<file path="src/pkg/vs_pkg.sv">
// constants and types shared by the valley-skip switch-on control block
package vs_pkg;
	localparam int CNT_W = 24;
	localparam int CLK_PERIOD_NS = 4;

	// soft-start: total time and number of equal steps
	localparam int SOFTSTART_MS = 12;
	localparam int SS_STEPS = 4;
	localparam logic [CNT_W-1:0] SS_STEP_CYC =
		CNT_W'((SOFTSTART_MS * 1_000_000 / SS_STEPS + CLK_PERIOD_NS - 1) / CLK_PERIOD_NS);
	localparam logic [1:0] SS_LAST = 2'(SS_STEPS - 1);

	// peak current-sense limit in millivolts
	localparam logic [9:0] CS_INIT_MV = 10'h140;
	localparam logic [9:0] CS_FINAL_MV = 10'h3e8;
	localparam logic [9:0] CS_SPAN_MV = CS_FINAL_MV - CS_INIT_MV;

	// feedback evaluation period of the skip counter
	localparam int EVAL_MS = 48;
	localparam logic [CNT_W-1:0] EVAL_CYC =
		CNT_W'((EVAL_MS * 1_000_000 + CLK_PERIOD_NS - 1) / CLK_PERIOD_NS);

	// ringing suppression (least time, rounded up)
	localparam int RING_NS = 2500;
	localparam logic [CNT_W-1:0] RING_CYC =
		CNT_W'((RING_NS + CLK_PERIOD_NS - 1) / CLK_PERIOD_NS);
	// maximum off time (longest time, rounded down)
	localparam int MAX_OFF_NS = 50000;
	localparam logic [CNT_W-1:0] MAX_OFF_CYC = CNT_W'(MAX_OFF_NS / CLK_PERIOD_NS);
	// overvoltage blanking (least time, rounded up)
	localparam int OVP_BLANK_NS = 1000;
	localparam logic [CNT_W-1:0] OVP_BLANK_CYC =
		CNT_W'((OVP_BLANK_NS + CLK_PERIOD_NS - 1) / CLK_PERIOD_NS);

	localparam logic [CNT_W-1:0] CNT_ONE = CNT_W'(1);
	localparam logic [CNT_W-1:0] CNT_MAX = {CNT_W{1'b1}};

	// skip and valley counter bounds
	localparam logic [2:0] SKIP_MIN = 3'h1;
	localparam logic [2:0] SKIP_MAX = 3'h7;
	localparam logic [2:0] VALLEY_MIN = 3'h0;
	localparam logic [2:0] VALLEY_MAX = 3'h7;

	// comparator input bit positions on the synchroniser bus
	localparam int IN_W = 8;
	localparam int IN_SUPPLY = 0;
	localparam int IN_FB_LOW = 1;
	localparam int IN_FB_HIGH = 2;
	localparam int IN_FB_RST = 3;
	localparam int IN_LINE_HIGH = 4;
	localparam int IN_AUX_BELOW = 5;
	localparam int IN_AUX_OVP = 6;
	localparam int IN_CS_OFF = 7;

	typedef enum logic [1:0] {
		VS_PRECHARGE = 2'b00,
		VS_SOFTSTART = 2'b01,
		VS_RUN = 2'b10,
		VS_LATCHED = 2'b11
	} vs_phase_e;
endpackage

</file>
<file path="src/verilog/vs_sync.sv">
// two-flop synchroniser for a bus of independent comparator levels
`timescale 1ns/10ps
module vs_sync #(
	parameter int W = 1
) (
	input wire logic clk_i,
	input wire logic rst_i,
	input wire logic clk_en_i,
	input wire logic [W-1:0] d_i,
	output logic [W-1:0] q_o
);
	typedef struct packed {
		logic [W-1:0] meta;
		logic [W-1:0] sync;
	} vs_sync_s;

	vs_sync_s s_q, s_d;

	always_comb begin
		s_d = s_q;
		s_d.meta = d_i;
		s_d.sync = s_q.meta;
	end

	always_ff @(posedge clk_i or posedge rst_i) begin
		if (rst_i) begin
			s_q <= '0;
		end else if (clk_en_i) begin
			s_q <= s_d;
		end
	end

	assign q_o = s_q.sync;
endmodule

</file>
<file path="src/verilog/vs_tick.sv">
// period tick generator, one-cycle pulse every PERIOD enabled cycles
`timescale 1ns/10ps
module vs_tick
	import vs_pkg::*;
#(
	parameter logic [vs_pkg::CNT_W-1:0] PERIOD = vs_pkg::CNT_ONE
) (
	input wire logic clk_i,
	input wire logic rst_i,
	input wire logic clk_en_i,
	input wire logic run_i,
	output logic tick_o
);
	typedef struct packed {
		logic [CNT_W-1:0] cnt;
		logic tick;
	} vs_tick_s;

	vs_tick_s s_q, s_d;

	always_comb begin
		s_d = s_q;
		s_d.tick = 1'b0;
		if (!run_i) begin
			s_d.cnt = '0;
		end else if (s_q.cnt >= PERIOD - CNT_ONE) begin
			s_d.cnt = '0;
			s_d.tick = 1'b1;
		end else begin
			s_d.cnt = s_q.cnt + CNT_ONE;
		end
	end

	always_ff @(posedge clk_i or posedge rst_i) begin
		if (rst_i) begin
			s_q <= '0;
		end else if (clk_en_i) begin
			s_q <= s_d;
		end
	end

	assign tick_o = s_q.tick;
endmodule

</file>
<file path="src/verilog/vs_core.sv">
// valley-skip switch-on control: soft-start, skip counter, valley counter, ovp latch
// What this block does
// [RULE1] soft-start is a digital timed sequence of 12 ms in 4 equal steps
// [RULE2] peak current limit rises stepwise from 0.32 V to 1 V during soft-start
// [RULE3] above supply turn-on threshold, startup cell turns off and soft-start begins
// [RULE4] feedback is judged against thresholds once every 48 ms, skip counter updated
// [RULE5] feedback always below low threshold: skip counter counts up, stops at 7
// [RULE6] feedback above low but never above high threshold: skip counter holds
// [RULE7] feedback above high but never above reset threshold: skip counter counts down to 1
// [RULE8] feedback ever above fast-reset threshold: skip counter forced to 1
// [RULE9] skip counter stays within 1..7, steps outside that range ignored
// [RULE10] skip counter starts at 1 after start-up
// [RULE11] hysteresis threshold pair is selected by sensed line voltage level
// [RULE12] valley counter holds 0..7 and never counts past 7
// [RULE13] after switch-off, each falling auxiliary crossing adds one to valley counter
// [RULE14] valley counter clears whenever gate drive goes from low to high
// [RULE15] auxiliary overvoltage in off-time latches off permanently after blanking time
// [RULE16] skip count sets how many valleys are passed before switching on again
// [RULE17] after ringing suppression, gate turns on when valley count reaches skip count
// [RULE18] gate turns on after maximum off time regardless of counters and aux input
// [RULE19] gate cannot go high again until ringing suppression time after going low
// [RULE20] feedback crossings are sticky per period and reloaded from the update-cycle sample after each update
`timescale 1ns/10ps
module vs_core
	import vs_pkg::*;
#(
	parameter logic [vs_pkg::CNT_W-1:0] SS_STEP_CYC = vs_pkg::SS_STEP_CYC,
	parameter logic [vs_pkg::CNT_W-1:0] EVAL_CYC = vs_pkg::EVAL_CYC,
	parameter logic [vs_pkg::CNT_W-1:0] MAX_OFF_CYC = vs_pkg::MAX_OFF_CYC
) (
	input wire logic clk_i,
	input wire logic rst_i,
	input wire logic clk_en_i,
	input wire logic supply_above_on_i,
	input wire logic fb_above_low_i,
	input wire logic fb_above_high_i,
	input wire logic fb_above_reset_i,
	input wire logic line_high_i,
	input wire logic aux_valley_i,
	input wire logic aux_overvoltage_i,
	input wire logic cs_off_i,
	output logic startup_cell_en_o,
	output logic [9:0] cs_limit_mv_o,
	output logic hyst_sel_o,
	output logic gate_drive_output_o,
	output logic [2:0] skip_count_o,
	output logic [2:0] valley_count_o,
	output logic latched_off_o,
	output vs_pkg::vs_phase_e phase_o
);
	import vs_pkg::*;

	typedef struct packed {
		vs_phase_e phase;
		logic [1:0] ss_step;
		logic [9:0] cs_lim;
		logic [2:0] skip;
		logic seen_low;
		logic seen_high;
		logic seen_rst;
		logic hyst_sel;
		logic gate;
		logic [CNT_W-1:0] off_cnt;
		logic [2:0] valley;
		logic below_prev;
		logic [CNT_W-1:0] ovp_cnt;
	} vs_core_s;

	vs_core_s s_q, s_d;
	logic [IN_W-1:0] in_s;
	logic ss_tick;
	logic eval_tick;
	logic active;
	logic valley_edge;
	logic turn_on;

	function automatic logic [9:0] cs_step_limit(input logic [1:0] step);
		logic [11:0] t;
		t = 12'(step) * 12'(CS_SPAN_MV) / 12'(SS_LAST);
		return CS_INIT_MV + t[9:0];
	endfunction

	// comparators and line sense come from the analog side, asynchronous to clk_i
	vs_sync #(
		.W(IN_W)
	) u_sync (
		.clk_i(clk_i),
		.rst_i(rst_i),
		.clk_en_i(clk_en_i),
		.d_i({cs_off_i, aux_overvoltage_i, aux_valley_i, line_high_i,
			fb_above_reset_i, fb_above_high_i, fb_above_low_i, supply_above_on_i}),
		.q_o(in_s)
	);

	vs_tick #(
		.PERIOD(SS_STEP_CYC)
	) u_ss_tick (
		.clk_i(clk_i),
		.rst_i(rst_i),
		.clk_en_i(clk_en_i),
		.run_i(s_q.phase == VS_SOFTSTART),
		.tick_o(ss_tick)
	);

	vs_tick #(
		.PERIOD(EVAL_CYC)
	) u_eval_tick (
		.clk_i(clk_i),
		.rst_i(rst_i),
		.clk_en_i(clk_en_i),
		.run_i(active),
		.tick_o(eval_tick)
	);

	assign active = (s_q.phase == VS_SOFTSTART) || (s_q.phase == VS_RUN);
	// aux_valley_i is high while the delayed aux voltage sits below the detect level
	assign valley_edge = in_s[IN_AUX_BELOW] && !s_q.below_prev;
	// the analog switch-off request only matters while the gate is high
	assign turn_on = active && !s_q.gate &&
		(((s_q.off_cnt >= RING_CYC) && (s_q.valley >= s_q.skip)) || // see [RULE17] [RULE16]
		(s_q.off_cnt >= MAX_OFF_CYC)); // see [RULE18]

	always_comb begin
		s_d = s_q;
		s_d.below_prev = in_s[IN_AUX_BELOW];
		s_d.hyst_sel = in_s[IN_LINE_HIGH]; // see [RULE11]

		unique case (s_q.phase)
			VS_PRECHARGE: begin
				if (in_s[IN_SUPPLY]) begin
					s_d.phase = VS_SOFTSTART; // see [RULE3]
					s_d.ss_step = '0;
					s_d.cs_lim = CS_INIT_MV;
					s_d.skip = SKIP_MIN; // see [RULE10]
				end
			end
			VS_SOFTSTART: begin
				if (ss_tick) begin
					if (s_q.ss_step == SS_LAST) begin
						s_d.phase = VS_RUN; // see [RULE1]
						s_d.cs_lim = CS_FINAL_MV;
					end else begin
						s_d.ss_step = s_q.ss_step + 2'h1;
						s_d.cs_lim = cs_step_limit(s_q.ss_step + 2'h1); // see [RULE2]
					end
				end
			end
			VS_RUN: begin
				s_d.cs_lim = CS_FINAL_MV;
			end
			VS_LATCHED: begin
				s_d.gate = 1'b0;
			end
		endcase

		// skip counter evaluation
		if (active) begin
			if (eval_tick) begin // see [RULE4]
				if (s_q.seen_rst) begin
					s_d.skip = SKIP_MIN; // see [RULE8]
				end else if (s_q.seen_high) begin
					if (s_q.skip > SKIP_MIN) begin // see [RULE9]
						s_d.skip = s_q.skip - 3'h1; // see [RULE7]
					end
				end else if (s_q.seen_low) begin
					s_d.skip = s_q.skip; // see [RULE6]
				end else if (s_q.skip < SKIP_MAX) begin // see [RULE9]
					s_d.skip = s_q.skip + 3'h1; // see [RULE5]
				end
				// a crossing seen on the update cycle opens the next period
				s_d.seen_low = in_s[IN_FB_LOW]; // see [RULE20]
				s_d.seen_high = in_s[IN_FB_HIGH];
				s_d.seen_rst = in_s[IN_FB_RST];
			end else begin
				s_d.seen_low = s_q.seen_low || in_s[IN_FB_LOW]; // see [RULE20]
				s_d.seen_high = s_q.seen_high || in_s[IN_FB_HIGH];
				s_d.seen_rst = s_q.seen_rst || in_s[IN_FB_RST];
			end
		end else begin
			s_d.seen_low = 1'b0;
			s_d.seen_high = 1'b0;
			s_d.seen_rst = 1'b0;
		end

		// gate, off-time and valley counting
		if (active) begin
			if (s_q.gate) begin
				if (in_s[IN_CS_OFF]) begin
					s_d.gate = 1'b0;
					s_d.off_cnt = '0; // see [RULE19]
				end
			end else if (turn_on) begin
				s_d.gate = 1'b1;
				s_d.valley = VALLEY_MIN; // see [RULE14]
			end else begin
				if (s_q.off_cnt != CNT_MAX) begin
					s_d.off_cnt = s_q.off_cnt + CNT_ONE;
				end
				if (valley_edge && s_q.valley < VALLEY_MAX) begin // see [RULE12]
					s_d.valley = s_q.valley + 3'h1; // see [RULE13]
				end
			end
		end

		// overvoltage needs a continuous blanking interval before the latch
		if (active && !s_q.gate && in_s[IN_AUX_OVP]) begin
			if (s_q.ovp_cnt >= OVP_BLANK_CYC - CNT_ONE) begin
				s_d.phase = VS_LATCHED; // see [RULE15]
				s_d.gate = 1'b0;
			end else begin
				s_d.ovp_cnt = s_q.ovp_cnt + CNT_ONE;
			end
		end else begin
			s_d.ovp_cnt = '0;
		end
	end

	always_ff @(posedge clk_i or posedge rst_i) begin
		if (rst_i) begin
			s_q <= '{phase: VS_PRECHARGE, ss_step: 2'h0, cs_lim: CS_INIT_MV,
				skip: SKIP_MIN, seen_low: 1'b0, seen_high: 1'b0, seen_rst: 1'b0,
				hyst_sel: 1'b0, gate: 1'b0, off_cnt: '0, valley: VALLEY_MIN,
				below_prev: 1'b0, ovp_cnt: '0};
		end else if (clk_en_i) begin
			s_q <= s_d;
		end
	end

	// the startup cell is a level of the phase; it never comes back once running
	assign startup_cell_en_o = (s_q.phase == VS_PRECHARGE); // see [RULE3]
	assign cs_limit_mv_o = s_q.cs_lim;
	assign hyst_sel_o = s_q.hyst_sel;
	assign gate_drive_output_o = s_q.gate;
	assign skip_count_o = s_q.skip;
	assign valley_count_o = s_q.valley;
	assign latched_off_o = (s_q.phase == VS_LATCHED);
	assign phase_o = s_q.phase;
endmodule

</file>
<file path="config.mk">
export PLATFORM = sky130hd
export DESIGN_NAME = vs_core
export DESIGN_NICKNAME = d
export VERILOG_FILES = /design/src/pkg/vs_pkg.sv /design/src/verilog/vs_sync.sv /design/src/verilog/vs_tick.sv /design/src/verilog/vs_core.sv
export SDC_FILE = /design/constraint.sdc
export NUM_CORES = 1
export LEC_CHECK = 0
export BUFFER_PORTS_ARGS = -buffer_cell sky130_fd_sc_hd__buf_4
export CAP_MARGIN = 20
export CORE_ASPECT_RATIO = 0.5
export CORE_MARGIN = 1.5
export CORE_UTILIZATION = 30
export DETAILED_ROUTE_END_ITERATION = 10
export HOLD_SLACK_MARGIN = 0.15
export SETUP_SLACK_MARGIN = 0.15
export SLEW_MARGIN = 20
export SYNTH_ARGS = -nofsm -noshare
export SYNTH_HDL_FRONTEND = slang
export SYNTH_SLANG_ARGS = --single-unit
</file>
<file path="constraint.sdc">
create_clock -name clk_i -period 5 [get_ports clk_i]
set_input_delay 1 -clock clk_i [delete_from_list [all_inputs] [get_ports clk_i]]
set_output_delay 1 -clock clk_i [all_outputs]
set_load 0.005 [all_outputs]
</file>
==> impl_metrics.csv, run 1 <==
group,metric,value,unit
floorplanning,die_x,230,microns
grt,antenna_found_initial,0,
drt,vias,6200,
timing,rsz0062_at_grt,"no",
worst_setup_path,crit_path_cell_trace,"inv_1 -> ha_1 -> and2_1 -> nand2_1 -> or3_1 -> o32ai_1",
cts,cts-root-buf,"clkbuf_16",
pwr,p_leak,3.62,nW
min_path,hold_class,"flip-flop to flip-flop",
timing,post-route-period-util,63.6,%
grt,use_met3,2.15,%
pwr,finalPower,0.00246,W
worst_setup_path,timing.rr.start,"phase_o[1]",
logic_synthesis,synthArstFlopShare,100,%
min_path,min_to,"cs_limit_mv_o[6]",
logic_synthesis,syn_area_per_cell,9.51,sq um
worst_setup_path,reg2reg_to,"u_eval_tick.s_q[18]",
timing,period_minus_slack,3180,ps
cts,hold_buffers,0,
layout,fillers,2569,
worst_setup_path,worstSetupPathType,"flip-flop to flip-flop",
worst_setup_path,crit_slowest_cell,"nand2_1",
pwr,power.density,281,mW/mm^2
drt,ant_nets,0,
timing,hold_viol,0,
placed_design,place.gp.congestion,0.852,
grt,overflow,0,
drt,drtIter0Drc,508,
cts,cts-htree-levels,4,
grt,top_usage_layer,"met2",
layout,layout-drive-gt1-share,10.8,%
placed_design,place_hpwl,11700,microns
worst_setup_path,arrival,3500,ps
placed_design,numPortBuffers,32,
drt,drc_errors,0,
worst_setup_path,startpoint_type,"flip-flop",
timing,fin_skew,14.1,ps
logic_synthesis,syn_area,0.00772,sq mm
timing,tightestPinTransition,1020,ps
logic_synthesis,synth-edff-count,0,
cts,tritoncts,"done",
drt,routed_wl,17500,microns
grt,grt_use_met1,17.9,%
timing,setup_violations,0,
logic_synthesis,syn_inst,812,
worst_setup_path,critPathMaxStageDelay,680,ps
grt,grt_pass1_vias,6032,
pwr,ir_drop,0.203,mV
logic_synthesis,synth_most_common_cell,"dfrtp_1",
layout,final_nets,850,
timing,maxSlewHeadroom,31.7,%
floorplanning,fp.dieArea,0.0268,sq mm
logic_synthesis,synth_top_area_cell,"dfrtp_1",
floorplanning,initial_core_util,30.6,%
layout,area_delta_synth_final,13.1,%
worst_setup_path,r2r_cells,6,
cts,clock_path_buffers,2,
floorplanning,num_io_pins,33,
cts,cts_resized,0,
logic_synthesis,synth_cell_types,73,
floorplanning,fp.coreArea,0.0252,sq mm
min_path,min_delay_path_depth,2,
logic_synthesis,synth_nets,851,
logic_synthesis,ys_ff_latch,138,
logic_synthesis,synth_warnings,0,
cts,post_cts_buffers,0,
grt,grt_pass1_wl,29800,microns
worst_setup_path,cp.required,5320,ps
outcome,outcome,"completed",
flow_run,max-cap-violations,0,
drt,wl_per_cell,15.0,microns
floorplanning,dieHeight,116,microns
grt,grt_max_degree,109,
logic_synthesis,synth_seq_area_share,44.8,%
worst_setup_path,critPathCaptureType,"flip-flop",
grt,use_met2,22.3,%
grt,grt.total_usage,13.6,%
floorplanning,num_rows,41,
timing,setup_tns,0,ps
logic_synthesis,synth_common_cells,"dfrtp_1, nand2_1, nor2_1",
cts,cts_sinks,138,
cts,cts_buffers,17,
cts,clock_latency,430,ps
timing,max_freq,0.314,GHz
logic_synthesis,ys_top_cells_by_area,"dfrtp_1, ha_1, nand2_1, and2_1, nand4_1",
worst_setup_path,cp_max_fo,31,
layout,final_util,34.6,%
worst_setup_path,r2r_slack,1820,ps
min_path,hp-start,"cs_limit_mv_o[6]",
drt,vias_per_cell,5.31,
timing,maxSlewViolCount,0,
drt,dr.pass1.iters,5,
logic_synthesis,synth_top_area_share,43.8,%
logic_synthesis,synth_flop_cell,"dfrtp_1",
layout,n_antenna_cell,0,
cts,clkSlewWorstSetupHoldPaths,60,ps
[through the flow]
stage	cells	setup WS (ps)	hold slack [ps]	area [sq um]
floorplan	812	309	443	7720
global placement	1135	1850	457	8140
detailed placement	1135	1790	469	8140
CTS	1166	1860	475	8700
global route	1167	1600	500	8730
finish	1167	1820	471	8730
[state kept, by name, indices dropped and copies added (netlist names)]
signal,count
s_q,54
u_eval_tick.s_q,24
u_ss_tick.s_q,24
cs_limit_mv_o,8
u_sync.q_o,8
u_sync.s_d,8
skip_count_o,3
valley_count_o,3
phase_o,2
gate_drive_output_o,1
hyst_sel_o,1
u_eval_tick.tick_o,1
u_ss_tick.tick_o,1
[layout by cell type (no fill, tap or decap), drive strengths merged, types with 5 or more instances in the layout]
| cell | n |
|---|---|
| o21ai | 35 |
| or3 | 6 |
| clkbuf | 22 |
| nand4 | 29 |
| mux2i | 8 |
| and3 | 13 |
| nor4 | 24 |
| dfrtp | 135 |
| buf | 39 |
| nand2 | 83 |
| and2 | 32 |
| a22o | 8 |
| nand2b | 7 |
| o21a | 12 |
| a211o | 7 |
| nand3b | 5 |
| ha | 28 |
| o211ai | 7 |
| inv | 38 |
| o31ai | 12 |
| nand3 | 34 |
| a31oi | 10 |
| and4 | 5 |
| nor2b | 7 |
| mux2 | 17 |
| xnor2 | 5 |
| clkinv | 7 |
| nor3b | 11 |
| o2bb2ai | 6 |
| nor2 | 39 |
| o311ai | 14 |
| a21oi | 15 |
| o22ai | 8 |
| nor3 | 30 |
[layout make-up]
class                      instances  area, sq um  area share (%)
timing repair buffer              39          313            3.58
sequential                       138         3460            39.6
multi-input combinational        576         3810            43.7
clock buffer                      22          464            5.32
inverter                          39          151            1.73
tap                              344          430            4.93
clock inverter                     9         97.6            1.12
[layer usage]
metal  vias up  wire length, microns
met1      3066                  8300
met5         -                     0
met3        26                   511
met2       123                  8300
met4         0                   345
li1       2985                     -
[logic make-up after synthesis]
| logic type | after synthesis | share of synthesized area (%) |
|---|---|---|
| muxes | 25 | 3.52 |
| AOI/OAI and AO/OA | 174 | 16.8 |
| adders and majority gates | 28 | 4.54 |
| buffers and inverters | 98 | 5.95 |
| xor gates and xnor gates | 6 | 0.681 |
| DFF | 138 | 44.8 |
| and+or+nand+nor | 343 | 23.7 |
[worst max-delay path, delay by kind of cell, from the launching register on]
family | cells | cell delay, ps
simple gates | 3 | 1690
fa+ha+maj | 1 | 570
flops | 1 | 450
compound gates | 1 | 220
buf+inv | 1 | 130
[power by group]
group / total (W) / switching [W] / internal, W
Clock: 0.00122 / 0.000470 / 0.000751
Combinational: 0.0000833 / 0.0000526 / 0.0000307
Sequential: 0.00115 / 0.0000133 / 0.00114
Total: 0.00246 / 0.000536 / 0.00192
[worst max path at each step]
| stage | start | cells past startpoint | endpoint |
|---|---|---|---|
| 2_1_floorplan | rst_i | 1 | cs_limit_mv_o[1] |
| 3_3_place_gp | clk_en_i | 5 | u_eval_tick.s_q[18] |
| 3_5_place_dp | clk_en_i | 5 | u_eval_tick.s_q[18] |
| 4_1_cts | phase_o[1] | 6 | u_eval_tick.s_q[18] |
| 5_1_grt | phase_o[1] | 6 | u_eval_tick.s_q[18] |
| 6_report | phase_o[1] | 6 | u_eval_tick.s_q[18] |
Power figures use the tool's default switching activity.
==> inputs of run 2 (changes only) <==
==> constraint.sdc (replaced) <==
create_clock -name clk_i -period 2.9 [get_ports clk_i]
set_input_delay 0.58 -clock clk_i [delete_from_list [all_inputs] [get_ports clk_i]]
set_output_delay 0.58 -clock clk_i [all_outputs]
set_load 0.005 [all_outputs]
==> impl_metrics.csv, run 2 (synthesized netlist as in run 1, its figures left out) <==
group,metric,value,unit
outcome,outcome,"completed",
placed_design,place.gp.congestion,0.875,
timing,hold_viol,0,
drt,drc_errors,0,
min_path,hold_class,"input port to async pin",
pwr,ir_drop,0.332,mV
pwr,power.density,483,mW/mm^2
cts,cts-root-buf,"clkbuf_16",
layout,layout-drive-gt1-share,12.5,%
grt,grt.total_usage,13.1,%
cts,cts_resized,0,
layout,regMostFlops,"s_q",
timing,max_freq,0.382,GHz
flow_run,max-cap-violations,0,
worst_setup_path,timing.rr.start,"s_q[28]",
pwr,switching_share,21.9,%
grt,antenna_found_initial,0,
worst_setup_path,critPathMaxStageDelay,440,ps
cts,clkSlewWorstSetupHoldPaths,60,ps
floorplanning,die_x,230,microns
timing,setup_tns,0,ps
floorplanning,num_rows,41,
timing,maxSlewHeadroom,49.1,%
cts,cts_sinks,138,
layout,area_delta_synth_final,14.8,%
worst_setup_path,worstSetupPathType,"flip-flop to flip-flop",
cts,post_cts_buffers,0,
worst_setup_path,cp_max_fo,10,
timing,maxSlewViolCount,0,
drt,dr.pass1.iters,5,
floorplanning,fp.coreArea,0.0252,sq mm
worst_setup_path,r2r_cells,7,
drt,drtIter0Drc,519,
cts,cts_buffers,17,
grt,grt_pass1_wl,28600,microns
grt,grt_max_degree,139,
placed_design,place_hpwl,11500,microns
drt,vias,6141,
grt,overflow,0,
floorplanning,num_io_pins,33,
floorplanning,fp.dieArea,0.0268,sq mm
worst_setup_path,crit_slowest_cell,"or4b_1",
worst_setup_path,arrival,2920,ps
cts,hold_buffers,0,
floorplanning,dieHeight,116,microns
layout,final_nets,863,
cts,tritoncts,"done",
worst_setup_path,cp.required,3200,ps
grt,grt_pass1_vias,5708,
timing,worst_hold_slack,380,ps
placed_design,numPortBuffers,32,
pwr,net-switching-power,0.000936,W
layout,n_antenna_cell,0,
timing,tightestPinTransition,758,ps
pwr,pwr-share-clk,50.3,%
drt,routed_wl,17200,microns
timing,rsz0062_at_grt,"no",
floorplanning,initial_core_util,30.6,%
pwr,power.internal,0.00334,W
layout,reg_top3,"s_q x54, u_eval_tick.s_q x24, u_ss_tick.s_q x24",
drt,vias_per_cell,5.20,
worst_setup_path,crit_path_cell_trace,"inv_1 -> ha_1 -> or4b_1 -> a2111o_1 -> a311oi_4 -> o21ai_4 -> a221o_1",
layout,fin_area,0.00886,sq mm
pwr,seq_power_share,46.3,%
timing,post-route-period-util,90.3,%
timing,setup_violations,0,
drt,wl_per_cell,14.5,microns
drt,ant_nets,0,
worst_setup_path,reg2reg_to,"s_q[38]",
timing,period_minus_slack,2620,ps
cts,cts-htree-levels,4,
cts,clock_latency,410,ps
pwr,p_leak,3.68,nW
pwr,power_frac_comb,3.3,%
worst_setup_path,r2r_slack,280,ps
layout,largest_reg_flops,54,
worst_setup_path,critPathCaptureType,"flip-flop",
layout,final_common_cell,"dfrtp_1",
worst_setup_path,startpoint_type,"flip-flop",
placed_design,placed_area,0.00826,sq mm
timing,fin_skew,9.33,ps
layout,layout_common_cells,"dfrtp_1, nand2_1, buf_4",
cts,clock_path_buffers,2,
run 2: cell count changes in the layout (fill, tap and decap cells not counted), sizes merged:
cell	delta
clkinv	-1
buf	+13
clkinvlp	+3
clkbuf	-1
run 2: per-layer routing:
metal | wire length (microns) | global-route usage, % | part of all wire, % | vias up
met3 | 545 | 2.54 | 3.2 | 18
met1 | 8610 | 18.0 | 50 | 2989
li1 | - | - | - | 3019
met5 | 0 | 0 | 0 | -
met2 | 7750 | 20.6 | 45 | 115
met4 | 245 | 4.66 | 1.4 | 0
run 2: worst max path at each step:
stage,slack [ps],from,endpoint
detailed placement,240,s_q[28],s_q[38]
floorplan,460,s_q[28],s_q[33]
finish,280,s_q[28],s_q[38]
global placement,330,s_q[28],s_q[33]
CTS,220,s_q[28],s_q[38]
global route,160,s_q[28],s_q[38]
run 2: per-stage QoR:
step / util, % / power (W) / worst slack [ps] / std cells
4_1_cts: 35.0 / 0.00434 / 216 / 1181
3_3_place_gp: 32.7 / 0.00216 / 326 / 1149
5_1_grt: 35.1 / 0.00446 / 158 / 1181
6_report: 35.1 / 0.00428 / 281 / 1181
2_1_floorplan: - / 0.00211 / 461 / 812
3_5_place_dp: 32.7 / 0.00217 / 240 / 1149
run 2: power by group through the flow:
| stage | combinational, W | sequential, W | clock [W] |
|---|---|---|---|
| 3_5_place_dp | 0.000148 | 0.00202 | 0 |
| 3_3_place_gp | 0.000144 | 0.00202 | 0 |
| 5_1_grt | 0.000164 | 0.00199 | 0.00231 |
| 2_1_floorplan | 0.0000977 | 0.00201 | 0 |
| 6_report | 0.000143 | 0.00198 | 0.00215 |
| 4_1_cts | 0.000149 | 0.00198 | 0.00221 |
run 2: critical path, delay by kind of cell (launching register included):
kind | cells | cell delay [ps]
AO/OA/AOI/OAI | 4 | 1340
AND/OR/NAND/NOR | 1 | 440
flip-flops | 1 | 420
adder cells (fa/ha/maj) | 1 | 160
buffers and inverters | 1 | 140
run 2: layout make-up:
| class | instances | area [sq um] |
|---|---|---|
| repair buffers | 52 | 403 |
| clock buffers | 21 | 470 |
| multi-input cells | 576 | 3830 |
| well taps | 344 | 430 |
| fillers | 2535 | 16400 |
| clock inverters | 11 | 120 |
| flip-flops and latches | 138 | 3460 |
| inverters | 39 | 150 |
